`config.mk`:
```
export PLATFORM = sky130hd
export DESIGN_NAME = cwo_write_order
export DESIGN_NICKNAME = d
export VERILOG_FILES = /design/src/rtl/cwo_pkg.sv /design/src/rtl/cwo_write_order.sv
export SDC_FILE = /design/constraint.sdc
export NUM_CORES = 1
export LEC_CHECK = 0
export ABC_AREA = 1
export BUFFER_PORTS_ARGS = -buffer_cell sky130_fd_sc_hd__buf_2
export CAP_MARGIN = 20
export CORE_UTILIZATION = 30
export CTS_CLUSTER_SIZE = 8
export DETAILED_ROUTE_END_ITERATION = 7
export HOLD_SLACK_MARGIN = 0.1
export PLACE_DENSITY = 0.46
export SLEW_MARGIN = 10
export SYNTH_ARGS = -nofsm -noshare
export SYNTH_HDL_FRONTEND = slang
export SYNTH_SLANG_ARGS = --single-unit
```
`constraint.sdc`:
```
create_clock -name clk -period 2.9 [get_ports clk]
set_clock_uncertainty 0.2 [all_clocks]
set_input_delay 0.58 -clock clk [delete_from_list [all_inputs] [get_ports clk]]
set_output_delay 0.58 -clock clk [all_outputs]
set_load 0.01 [all_outputs]
```
`src/rtl/cwo_pkg.sv`:
```
`default_nettype none

package cwo_pkg;

	// ------------------------------------------------------------
	// Command classes
	// ------------------------------------------------------------
	typedef enum logic [4:0] {
		CWO_CMD_NOP,
		CWO_CMD_STORE_REG_TO_MEM,
		CWO_CMD_MEM_COPY,
		CWO_CMD_INDEXED_STORE,
		CWO_CMD_IMMEDIATE_STORE,
		CWO_CMD_HEAD_REPORT,
		CWO_CMD_XLAT_TABLE_UPDATE,
		CWO_CMD_PERF_COUNTER_REPORT,
		CWO_CMD_ATOMIC_MEMORY,
		CWO_CMD_FLUSH,
		CWO_CMD_FLUSH_WORD,
		CWO_CMD_PIPE_CONTROL,
		CWO_CMD_REG_LOAD_FROM_MEM,
		CWO_CMD_BATCH_START,
		CWO_CMD_COND_BATCH_END,
		CWO_CMD_SEMAPHORE_WAIT,
		CWO_CMD_IMMEDIATE_REG_LOAD,
		CWO_CMD_ARITHMETIC,
		CWO_CMD_REGISTER_COPY,
		CWO_CMD_PREDICATE,
		CWO_CMD_SET_PREDICATE
	} cwo_cmd_t;

	localparam int CWO_CMD_W       = 5;
	localparam int CWO_CNT_W       = 8;
	localparam logic [CWO_CNT_W-1:0] CWO_CNT_MAX  = 8'hFF;
	localparam logic [CWO_CNT_W-1:0] CWO_CNT_ZERO = 8'h00;

endpackage : cwo_pkg

`default_nettype wire

```
`src/rtl/cwo_write_order.sv`:
```
`timescale 1ns/1ps
`default_nettype none

// Function
// [RL1] A posted memory write is issued and the next command starts without waiting for it.
// [RL2] A non-posted memory write holds the next command until the write is globally observed.
// [RL3] While a non-posted memory write is pending, command fetch and issue are stalled.
// [RL4] A non-posted write completes only after all earlier posted writes are observed.
// [RL5] Store, copy, indexed, immediate, head, table update and perf report writes are posted.
// [RL6] The atomic command writes posted or non-posted as its option bit selects.
// [RL7] Pipe control post-sync is non-posted when stalling, posted otherwise; flush post-sync is non-posted.
// [RL8] A stalling pipe control or a flush drains all earlier posted writes before completing.
// [RL9] Register load from memory, atomic and semaphore wait first drain earlier memory writes.
// [RL10] Software makes earlier writes observed before batch start or conditional batch end.
// [RL11] Software uses non-posted writes sparingly, one just before the consumer.
// [RL12] Register-writing commands finish their register update before the next command starts.
// [RL13] Register load from memory writes its register posted or non-posted per its async bit.
// [RL14] Register-reading commands always see the most recent register value.
// [RL15] Software sets the async bit so that later consumers of the loaded register stay ordered.
// [RL16] Outstanding posted writes are counted; a non-posted write needs its own ack and a zero count.
module cwo_write_order
	import cwo_pkg::*;
(
	input  wire logic                 clk,
	input  wire logic                 sys_rst,
	input  wire logic                 cmdValid,
	output logic                      cmdReady,
	input  wire logic [CWO_CMD_W-1:0] cmdKind,
	input  wire logic                 cmdPostSync,
	input  wire logic                 cmdStalling,
	input  wire logic                 cmdNonPostedSel,
	input  wire logic                 cmdAsyncMode,
	output logic                      memWrReq,
	output logic                      memWrNonPosted,
	input  wire logic                 memWrGrant,
	input  wire logic                 memWrAck,
	output logic                      regWrReq,
	output logic                      regWrPosted,
	input  wire logic                 regWrGrant,
	input  wire logic                 regWrAck,
	output logic                      fetchStall,
	output logic [CWO_CNT_W-1:0]      postedCount,
	output logic                      regPending,
	output logic                      busy
);

	// ------------------------------------------------------------
	// Command decode
	// ------------------------------------------------------------
	cwo_cmd_t kind;
	logic     wantMem;
	logic     memNonPosted;
	logic     wantReg;
	logic     regNonPosted;
	logic     drainFirst;
	logic     drainAfter;

	always_comb begin
		kind         = cwo_cmd_t'(cmdKind);
		wantMem      = 1'b0;
		memNonPosted = 1'b0;
		wantReg      = 1'b0;
		regNonPosted = 1'b0;
		drainFirst   = 1'b0;
		drainAfter   = 1'b0;
		case (kind)
			CWO_CMD_STORE_REG_TO_MEM, CWO_CMD_MEM_COPY, CWO_CMD_INDEXED_STORE,
			CWO_CMD_IMMEDIATE_STORE, CWO_CMD_HEAD_REPORT, CWO_CMD_XLAT_TABLE_UPDATE,
			CWO_CMD_PERF_COUNTER_REPORT: begin
				wantMem = 1'b1; // [RL5]
			end
			CWO_CMD_ATOMIC_MEMORY: begin
				drainFirst   = 1'b1; // [RL9]
				wantMem      = 1'b1;
				memNonPosted = cmdNonPostedSel; // [RL6]
			end
			CWO_CMD_FLUSH, CWO_CMD_FLUSH_WORD: begin
				wantMem      = cmdPostSync;
				memNonPosted = 1'b1; // [RL7]
				drainAfter   = 1'b1; // [RL8]
			end
			CWO_CMD_PIPE_CONTROL: begin
				wantMem      = cmdPostSync;
				memNonPosted = cmdStalling; // [RL7]
				drainAfter   = cmdStalling; // [RL8]
				wantReg      = 1'b1;
				regNonPosted = 1'b1; // [RL12]
			end
			CWO_CMD_REG_LOAD_FROM_MEM: begin
				drainFirst   = 1'b1; // [RL9]
				wantReg      = 1'b1;
				regNonPosted = ~cmdAsyncMode; // [RL13]
			end
			CWO_CMD_SEMAPHORE_WAIT: begin
				drainFirst = 1'b1; // [RL9]
			end
			CWO_CMD_IMMEDIATE_REG_LOAD, CWO_CMD_ARITHMETIC, CWO_CMD_REGISTER_COPY: begin
				wantReg      = 1'b1;
				regNonPosted = 1'b1; // [RL12]
			end
			default: begin
			end
		endcase
	end

	// ------------------------------------------------------------
	// Sequencer
	// ------------------------------------------------------------
	typedef enum logic [2:0] {
		ST_IDLE,
		ST_PRE_DRAIN,
		ST_MEM_ISSUE,
		ST_MEM_WAIT,
		ST_REG_ISSUE,
		ST_REG_WAIT,
		ST_POST_DRAIN
	} cwo_state_t;

	cwo_state_t state;
	cwo_state_t next_state;
	logic       hMem;
	logic       hMemNp;
	logic       hReg;
	logic       hRegNp;
	logic       hDrainAfter;
	logic       hDrainFirst;
	logic       ackSeen;
	logic       postedDone;

	logic accept;
	assign accept = cmdValid && cmdReady;

	// Register reads are only started once no register write is in flight.
	assign cmdReady   = (state == ST_IDLE) && !regPending; // [RL14]
	assign fetchStall = (state != ST_IDLE); // [RL3]
	assign busy       = (state != ST_IDLE) || (postedCount != CWO_CNT_ZERO);

	always_ff @(posedge clk) begin
		if (sys_rst) begin
			hMem        <= 1'b0;
			hMemNp      <= 1'b0;
			hReg        <= 1'b0;
			hRegNp      <= 1'b0;
			hDrainAfter <= 1'b0;
			hDrainFirst <= 1'b0;
		end else if (accept) begin
			hMem        <= wantMem;
			hMemNp      <= memNonPosted;
			hReg        <= wantReg;
			hRegNp      <= regNonPosted;
			hDrainAfter <= drainAfter;
			hDrainFirst <= drainFirst;
		end
	end

	// A drain completes once no posted write is still outstanding.
	logic drained;
	assign drained = (postedCount == CWO_CNT_ZERO);

	always_comb begin
		next_state = state;
		case (state)
			ST_IDLE: begin
				if (accept) begin
					if (drainFirst) begin
						next_state = ST_PRE_DRAIN;
					end else if (wantMem) begin
						next_state = ST_MEM_ISSUE;
					end else if (wantReg) begin
						next_state = ST_REG_ISSUE;
					end else if (drainAfter) begin
						next_state = ST_POST_DRAIN;
					end
				end
			end
			ST_PRE_DRAIN: begin
				if (drained) begin // [RL9]
					if (hMem) begin
						next_state = ST_MEM_ISSUE;
					end else if (hReg) begin
						next_state = ST_REG_ISSUE;
					end else begin
						next_state = ST_IDLE;
					end
				end
			end
			ST_MEM_ISSUE: begin
				if (memWrGrant) begin
					if (hMemNp) begin
						next_state = ST_MEM_WAIT; // [RL2]
					end else if (hReg) begin
						next_state = ST_REG_ISSUE;
					end else if (hDrainAfter) begin
						next_state = ST_POST_DRAIN;
					end else begin
						next_state = ST_IDLE; // [RL1]
					end
				end
			end
			ST_MEM_WAIT: begin
				if ((ackSeen || memWrAck) && drained) begin // [RL4] [RL16]
					if (hReg) begin
						next_state = ST_REG_ISSUE;
					end else if (hDrainAfter) begin
						next_state = ST_POST_DRAIN;
					end else begin
						next_state = ST_IDLE;
					end
				end
			end
			ST_REG_ISSUE: begin
				if (regWrGrant) begin
					if (hRegNp) begin
						next_state = ST_REG_WAIT; // [RL12]
					end else if (hDrainAfter) begin
						next_state = ST_POST_DRAIN;
					end else begin
						next_state = ST_IDLE; // [RL13]
					end
				end
			end
			ST_REG_WAIT: begin
				if (regWrAck) begin
					next_state = hDrainAfter ? ST_POST_DRAIN : ST_IDLE;
				end
			end
			ST_POST_DRAIN: begin
				if (drained) begin // [RL8]
					next_state = ST_IDLE;
				end
			end
			default: begin
				next_state = ST_IDLE;
			end
		endcase
	end

	always_ff @(posedge clk) begin
		if (sys_rst) begin
			state <= ST_IDLE;
		end else begin
			state <= next_state;
		end
	end

	// ------------------------------------------------------------
	// Write request outputs
	// ------------------------------------------------------------
	assign memWrReq       = (state == ST_MEM_ISSUE);
	assign memWrNonPosted = hMemNp;
	assign regWrReq       = (state == ST_REG_ISSUE);
	assign regWrPosted    = ~hRegNp;

	// Acks come back in issue order, so while posted writes are still counted an ack
	// belongs to one of them; only an ack with a zero count is the non-posted write's own.
	always_ff @(posedge clk) begin
		if (sys_rst) begin
			ackSeen <= 1'b0;
		end else if (state != ST_MEM_WAIT) begin
			ackSeen <= 1'b0;
		end else if (memWrAck && drained) begin
			ackSeen <= 1'b1; // [RL4]
		end
	end

	// ------------------------------------------------------------
	// Outstanding posted memory write count
	// ------------------------------------------------------------
	logic postedIssue;
	assign postedIssue  = memWrReq && memWrGrant && !hMemNp; // [RL1]
	// Acks in ST_MEM_WAIT belong to the non-posted write only once the posted count is zero and its own ack is not yet seen.
	assign postedDone   = memWrAck && !(state == ST_MEM_WAIT && !ackSeen && drained);

	always_ff @(posedge clk) begin
		if (sys_rst) begin
			postedCount <= CWO_CNT_ZERO;
		end else begin
			case ({postedIssue, postedDone && (postedCount != CWO_CNT_ZERO)})
				2'b10: postedCount <= (postedCount == CWO_CNT_MAX) ? postedCount
				                       : postedCount + 8'h01; // [RL16]
				2'b01: postedCount <= postedCount - 8'h01; // [RL16]
				default: postedCount <= postedCount;
			endcase
		end
	end

	// ------------------------------------------------------------
	// Posted register write tracking
	// ------------------------------------------------------------
	always_ff @(posedge clk) begin
		if (sys_rst) begin
			regPending <= 1'b0;
		end else if (regWrReq && regWrGrant && !hRegNp) begin
			regPending <= 1'b1; // [RL13]
		end else if (regWrAck && state != ST_REG_WAIT) begin
			regPending <= 1'b0; // [RL14]
		end
	end

endmodule : cwo_write_order

`default_nettype wire

```
# [Word level (Yosys, flattened, before mapping)]
# Index checks and enable logic that the tools add are counted.
[word_totals] ff_bits=18 mem_bits_ro=0 ram_bits=0 elab_cells=112 latch_bits=0 mem_count=0
[classes] eq_ne=36 addsub=2 div=0 bitwise_logic=2 mul=0 order_cmp=0 shift=0 n_mux=28 reduce_logical=35
[ops] cell="$mux W3" count=17
[ops] cell="$eq A5 B4 Y1 const B" count=6
[ops] cell="$pmux W3 S7" count=1
[ops] cell="$eq A5 B3 Y1 const B" count=4
[ops] cell="$pmux W8 S2" count=1
[ops] cell="$eq A5 B5 Y1 const B" count=3
[ops] cell="$logic_and A1 B1 Y1" count=13
[ops] cell="$ne A2 B2 Y1 const B" count=6
[ops] cell="$eq A5 B2 Y1 const B" count=2
[ops] cell="$eq A3 B3 Y1 const B" count=3
[ops] cell="$add A8 B1 Y8 const B" count=1
[ops] cell="$eq A8 B8 Y1 const B" count=1
[ops] cell="$logic_not A8 Y1" count=1
[ops] cell="$mux W8" count=1
[ops] cell="$reduce_and A8 Y1" count=1
[ops] cell="$reduce_bool A8 Y1" count=1
[ops] cell="$reduce_or A8 Y1" count=1
[ops] cell="$sub A8 B1 Y8 const B" count=1
[ops] cell="$eq A3 B2 Y1 const B" count=2
[ops] cell="$pmux W1 S2" count=3
[ops] cell="$reduce_or A3 Y1" count=2
[ops] cell="$eq A5 B1 Y1 const B" count=1
[ops] cell="$logic_not A1 Y1" count=5
[ops] cell="$ne A5 B5 Y1 const B" count=1
[ops] cell="other kinds (17)" count=25

# [Longest topological paths before layout]
[depth] ltp_word=9 mapped_depth=17 depth_no_buf=17

# [Worst setup path before layout]
# No wires, ideal clock.
[synth_timing] path_type="register to register" startpoint="register state[2]" endpoint="register postedCount[7]" setup_ps=110 arrival_time_ps=1977 slack_ps=613 required_ps=2590 n_path_buf=0 path_stages_with_launch=17 cell_sequence="dfxtp_1 -> inv_4 -> nand2_4 -> nor2_8 -> nand3_4 -> nand2_2 -> inv_1 -> ha_1 -> nand3_1 -> nand3_1 -> nand2_1 -> nand2_1 -> nand3_1 -> nand3_1 -> nand2_1 -> inv_1 -> nor2_2"
[synth_between] elab_cells_between_ends=15 classes_between="5 x eq/ne; 1 x mux; 9 x reduce/logical"
[synth_rtl] element="start: declaration" line="cwo_write_order.sv:119" source="cwo_state_t state;"
[synth_rtl] element="start signal: assignment" line="cwo_write_order.sv:242" source="state <= next_state;"
[synth_rtl] element="$eq A3 B2 Y1 *" line="cwo_write_order.sv:249" source="assign memWrReq = (state == ST_MEM_ISSUE);"
[synth_rtl] element="named net memWrReq" line="cwo_write_order.sv:33" source="output logic memWrReq,"
[synth_rtl] element="$logic_and A1 B1 Y1 * (2 in a row)" line="cwo_write_order.sv:270" source="assign postedIssue = memWrReq && memWrGrant && !hMemNp;"
[synth_rtl] element="$eq A2 B2 Y1 or $eq A2 B1 Y1 (tied branches)" line="cwo_write_order.sv:278" source="case ({postedIssue, postedDone && (postedCount != CWO_CNT_ZERO)})"
[synth_rtl] element="$ne A2 B2 Y1 (no source line) or $reduce_bool A2 Y1 (tied branches)"
[synth_rtl] element="$reduce_and A2 Y1 (no source line)"
[synth_rtl] element="end signal: assignment" line="cwo_write_order.sv:279" source="2'b10: postedCount <= (postedCount == CWO_CNT_MAX) ? postedCount"
[synth_rtl] element="end signal: assignment" line="cwo_write_order.sv:281" source="2'b01: postedCount <= postedCount - 8'h01;"
[synth_rtl] element="end signal: assignment" line="cwo_write_order.sv:282" source="default: postedCount <= postedCount;"
[synth_rtl] element="end: declaration" line="cwo_write_order.sv:42" source="output logic [CWO_CNT_W-1:0] postedCount,"
# The timed path passes the listed nets; every way through them passes the cells marked *.
# A chain may end at the register's enable or synchronous reset.

# [Worst setup path in the final report]
[layout_timing] startpoint="register postedCount[2]" endpoint="register postedCount[7]"
[layout_between] elab_chain_len=8 elab_cells_between_ends=16 classes_between="2 x add/sub; 4 x eq/ne; 2 x mux; 8 x reduce/logical"
[layout_rtl] element="parallel branches: the longest is 8 deep, another holds $add A8 B1 Y8"
# Parallel ways; which one is timed is not known. The select of a mux whose other input is x is not followed.

==> run summary <==
The post-CTS setup repair buffer count came out at 0. In this run the remaining antenna-violating nets after routing total 0. The clock transition time at the flip-flop clock pins of the worst setup and hold paths came out at roughly 0.070 ns. The post-synthesis sequential area ratio came out at 0.227. Synthesis produced a netlist with a net count of 269. The most common flop cell mapped by yosys is sky130_fd_sc_hd__dfxtp_1. For this run, the top clock speed supported by timing is just under 400 MHz. For this run, the slowest stage of the critical path takes approximately 0.42 ns.

The critical path data required time is around 2.9 ns. The number of nets in the finished design is just over 300. On the critical path, the stage with the largest delay is an instance of sky130_fd_sc_hd__ha_1. The filler cells instantiated in the layout total between 500 and 600. Of the total power, the share spent switching nets is 0.500. The count of flip-flops with a built-in enable after synthesis came out at 0. The sequential power share is 0.247.

In the final routed layout, each cell accounts on average for around 11 µm. The HPWL reported at the end of detailed placement is just over 3000 µm. The floorplan has 26 rows. The total of endpoints with negative setup slack in the final report came out at 0.

Input and output buffers added on the ports amount to 31. The core box area is between 5000 and 6000 µm². The area of combinational cells with multiple inputs is 1020 µm².

Of the total power, combinational logic draws 0.635. For this run, the total global-route usage over all layers was measured as 0.145. The maximum level of the CTS H-tree came out at 1. The clock root buffer is sky130_fd_sc_hd__clkbuf_8. Setup repair after global routing left no endpoint under its margin. The setup path with the least slack is of type flip-flop to flip-flop. After detailed placement, the total cell area comes to 1810 µm².

After synthesis, the cell types taking the most area are sky130_fd_sc_hd__dfxtp_1 (23%), sky130_fd_sc_hd__nand2_1 (13%), sky130_fd_sc_hd__inv_1 (9.5%), sky130_fd_sc_hd__nand3_1 (6.9%), sky130_fd_sc_hd__nor2_1 (6.1%). The aggregate routed wire length came out at around 3800 µm. The endpoint kind of the worst setup timing path is a flip-flop. Headroom to the max-slew limit came out at 0.616. The number of distinct standard cells referenced by the synthesized netlist is 35.

By instance count, the cell type seen most on the critical path is sky130_fd_sc_hd__nand2_1. The final hold violation count came to 0. The y dimension of the die came out at approximately 75 µm. In the final layout, flip-flops and latches occupy roughly 360 µm². The count of routing violations after the opening detailed-route iteration came out at 80.

The area enclosed by the die boundary came out at approximately 5600 µm². After synthesis, the share of flip-flops with an asynchronous set or reset is 0. The clock reaches the later pin of the worst-skew pair after 0.25 ns. The slew of the pin with the lowest slew margin came out at ~0.58 ns. Summed over all instances, the cell type with the most area after synthesis is sky130_fd_sc_hd__dfxtp_1. In this run, post-CTS hold repair placed 0 buffers. The number of pins with negative max-slew slack in the final report is 0. The layout overhead on the synthesized area is 17.7%. The clock tree from TritonCTS is done.

A synthesized cell averages approximately 6.5 µm². The biggest fanout along the worst timing path is 6. The largest net degree at the start of global routing came out at 17. The width of the die is around 75 µm.

The initial antenna violation count is 0. The DRC violation count after routing is 0. The setup TNS is 0 ns. The number of cells upsized or downsized after cts came out at 0. The number of placed I/O pins is 32. Walking the worst path, the cells encountered are nor2_1, nand2_1, nor2_2, nor2_1, nand2_2, inv_1, ha_1, nand2_1, nand3_1, nand2_1, nand2_1, inv_1, nand2_1, nand3_1, nand2_1, inv_1, nor2_2. The data arrival time of the worst path came out at between 2 and 3 ns.

The leakage power came out at 0.957 nW. The congestion estimate from routability-driven global placement came to between 0.7 and 0.8. The number of antenna diodes in the final layout is 0. The largest buffer count on any clock path is 2. The number of warning messages in the yosys log is 0. The reg-to-reg setup timing slack is approximately 0.32 ns. The area share of the largest cell type after synthesis came out at 0.227. Across the VDD grid, the largest voltage drop is roughly 0.00029 V. The share of layout cells above drive strength 1 came out at 0.228.

Of the total power, the clock network draws 0.118. The total overflow reported by the global router is 0. The final design instance area without fill is 1870 µm². The total vias in the final route came out at 1530.

The switching power is 0.893 mW. The via count of the first global-routing pass is around 1300. For this configuration, the core starts out at a cell density of 0.311. The number of sinks driven by the clock tree came out at 18.

The total power divided by cell area came out at ~960 nW/µm². The netlist area before placement is ~1600 µm². The number of synthesized register bits came out at 18. The wire length of the first global-routing pass came out at slightly above 6000 µm. The post-route fraction of the period consumed by the critical path is 0.891. The internal power contribution came out at just under 0.9 mW. Counting every instance in the synthesized netlist gives around 250. The clock period could shrink to between 2 and 3 ns. The flow ran to the end, and the final reports show no timing, DRC or antenna violations. Before antenna repair, the detailed router went through 4 iterations. The number of buffers added by the clock tree synthesis step is 3. The via density per instance is between 4 and 5. The number of violations of the max-capacitance limit came out at 0.

The worst setup path is launched from a flip-flop. The min-delay analysis places its worst path in the category flip-flop to flip-flop.
[metrics by stage]
step           utilization  hold WS [ns]  power, mW  std cells  setup slack [ns]
2_1_floorplan            -         0.285       1.31        246             0.613
3_3_place_gp         0.355         0.331       1.60        347             0.292
3_5_place_dp         0.355         0.322       1.59        347             0.257
4_1_cts              0.366         0.339       1.81        351             0.305
5_1_grt              0.366         0.369       1.98        351           0.00274
6_report             0.366         0.330       1.79        351             0.316
[final cells by class]
| cell class | instances | share of cell area |
|---|---|---|
| multi-input combinational | 181 | 0.544 |
| sequential | 18 | 0.193 |
| timing repair buffer | 35 | 0.0991 |
| inverter | 43 | 0.0877 |
| tap | 70 | 0.0469 |
| clock buffer | 4 | 0.0295 |
[cell families (layout without fill, tap and decap cells)]
group,count (synthesis),after routing,synth area share
simple gates,127,127,0.403
buf+inv,47,82,0.132
compound gates,42,42,0.150
flops,18,18,0.227
fa+ha+maj,7,7,0.0599
xor+xnor,5,5,0.0276
[layout by cell type, fill, tap and decap left out, types with 5 or more instances in the layout]
| master | Yosys | routed |
|---|---|---|
| sky130_fd_sc_hd__nand2_1 | 54 | 54 |
| sky130_fd_sc_hd__inv_1 | 40 | 40 |
| sky130_fd_sc_hd__buf_2 | 0 | 31 |
| sky130_fd_sc_hd__nor2_1 | 26 | 26 |
| sky130_fd_sc_hd__nand3_1 | 22 | 22 |
| sky130_fd_sc_hd__dfxtp_1 | 18 | 18 |
| sky130_fd_sc_hd__a21oi_1 | 17 | 17 |
| sky130_fd_sc_hd__o21ai_0 | 13 | 13 |
| sky130_fd_sc_hd__ha_1 | 6 | 6 |
| sky130_fd_sc_hd__nor2_2 | 5 | 5 |
[power by group through the flow]
stage	clock, mW	combinational (mW)	sequential (mW)
final	0.211	1.14	0.442
after global routing	0.230	1.29	0.459
after CTS	0.221	1.14	0.443
after detailed placement	0	1.14	0.448
after global placement	0	1.15	0.450
after floorplan	0	0.850	0.456
[flip-flops by register name (all words and copies together), names as in the netlist]
signal	flops
postedCount	8
hRegNp	1
hReg	1
state	3
regPending	1
ackSeen	1
hDrainAfter	1
hMem	1
memWrNonPosted	1
[path summary, 6_finish.rpt]
kind	start	depth (start not counted)	end
worst min register to register	ackSeen	2	ackSeen
worst min-delay path	ackSeen	2	ackSeen
worst max-delay path	postedCount[2]	17	postedCount[7]
worst max register to register	postedCount[2]	17	postedCount[7]
[critical path: cells and delay by family (launching register included)]
kind / cells / cell delay [ns]
buf+inv: 3 / 0.22
simple gates: 13 / 1.32
flops: 1 / 0.36
fa+ha+maj: 1 / 0.42
[synth_stat cells, drive strengths merged, types with 3 or more instances]
cell	instances
inv	43
buf	4
nand2	60
a21oi	19
nand3	23
ha	6
nand4	3
dfxtp	18
nor2	33
nor3	6
xnor2	3
o21ai	18
[layer usage]
metal	GRT usage	wire, µm	up-vias
met1	0.232	2100	641
met5	0	0	-
met2	0.201	1580	26
met3	0.0161	86	2
li1	-	-	861
met4	0.0377	25	0
No activity file was read; power rests on OpenSTA's default activity.
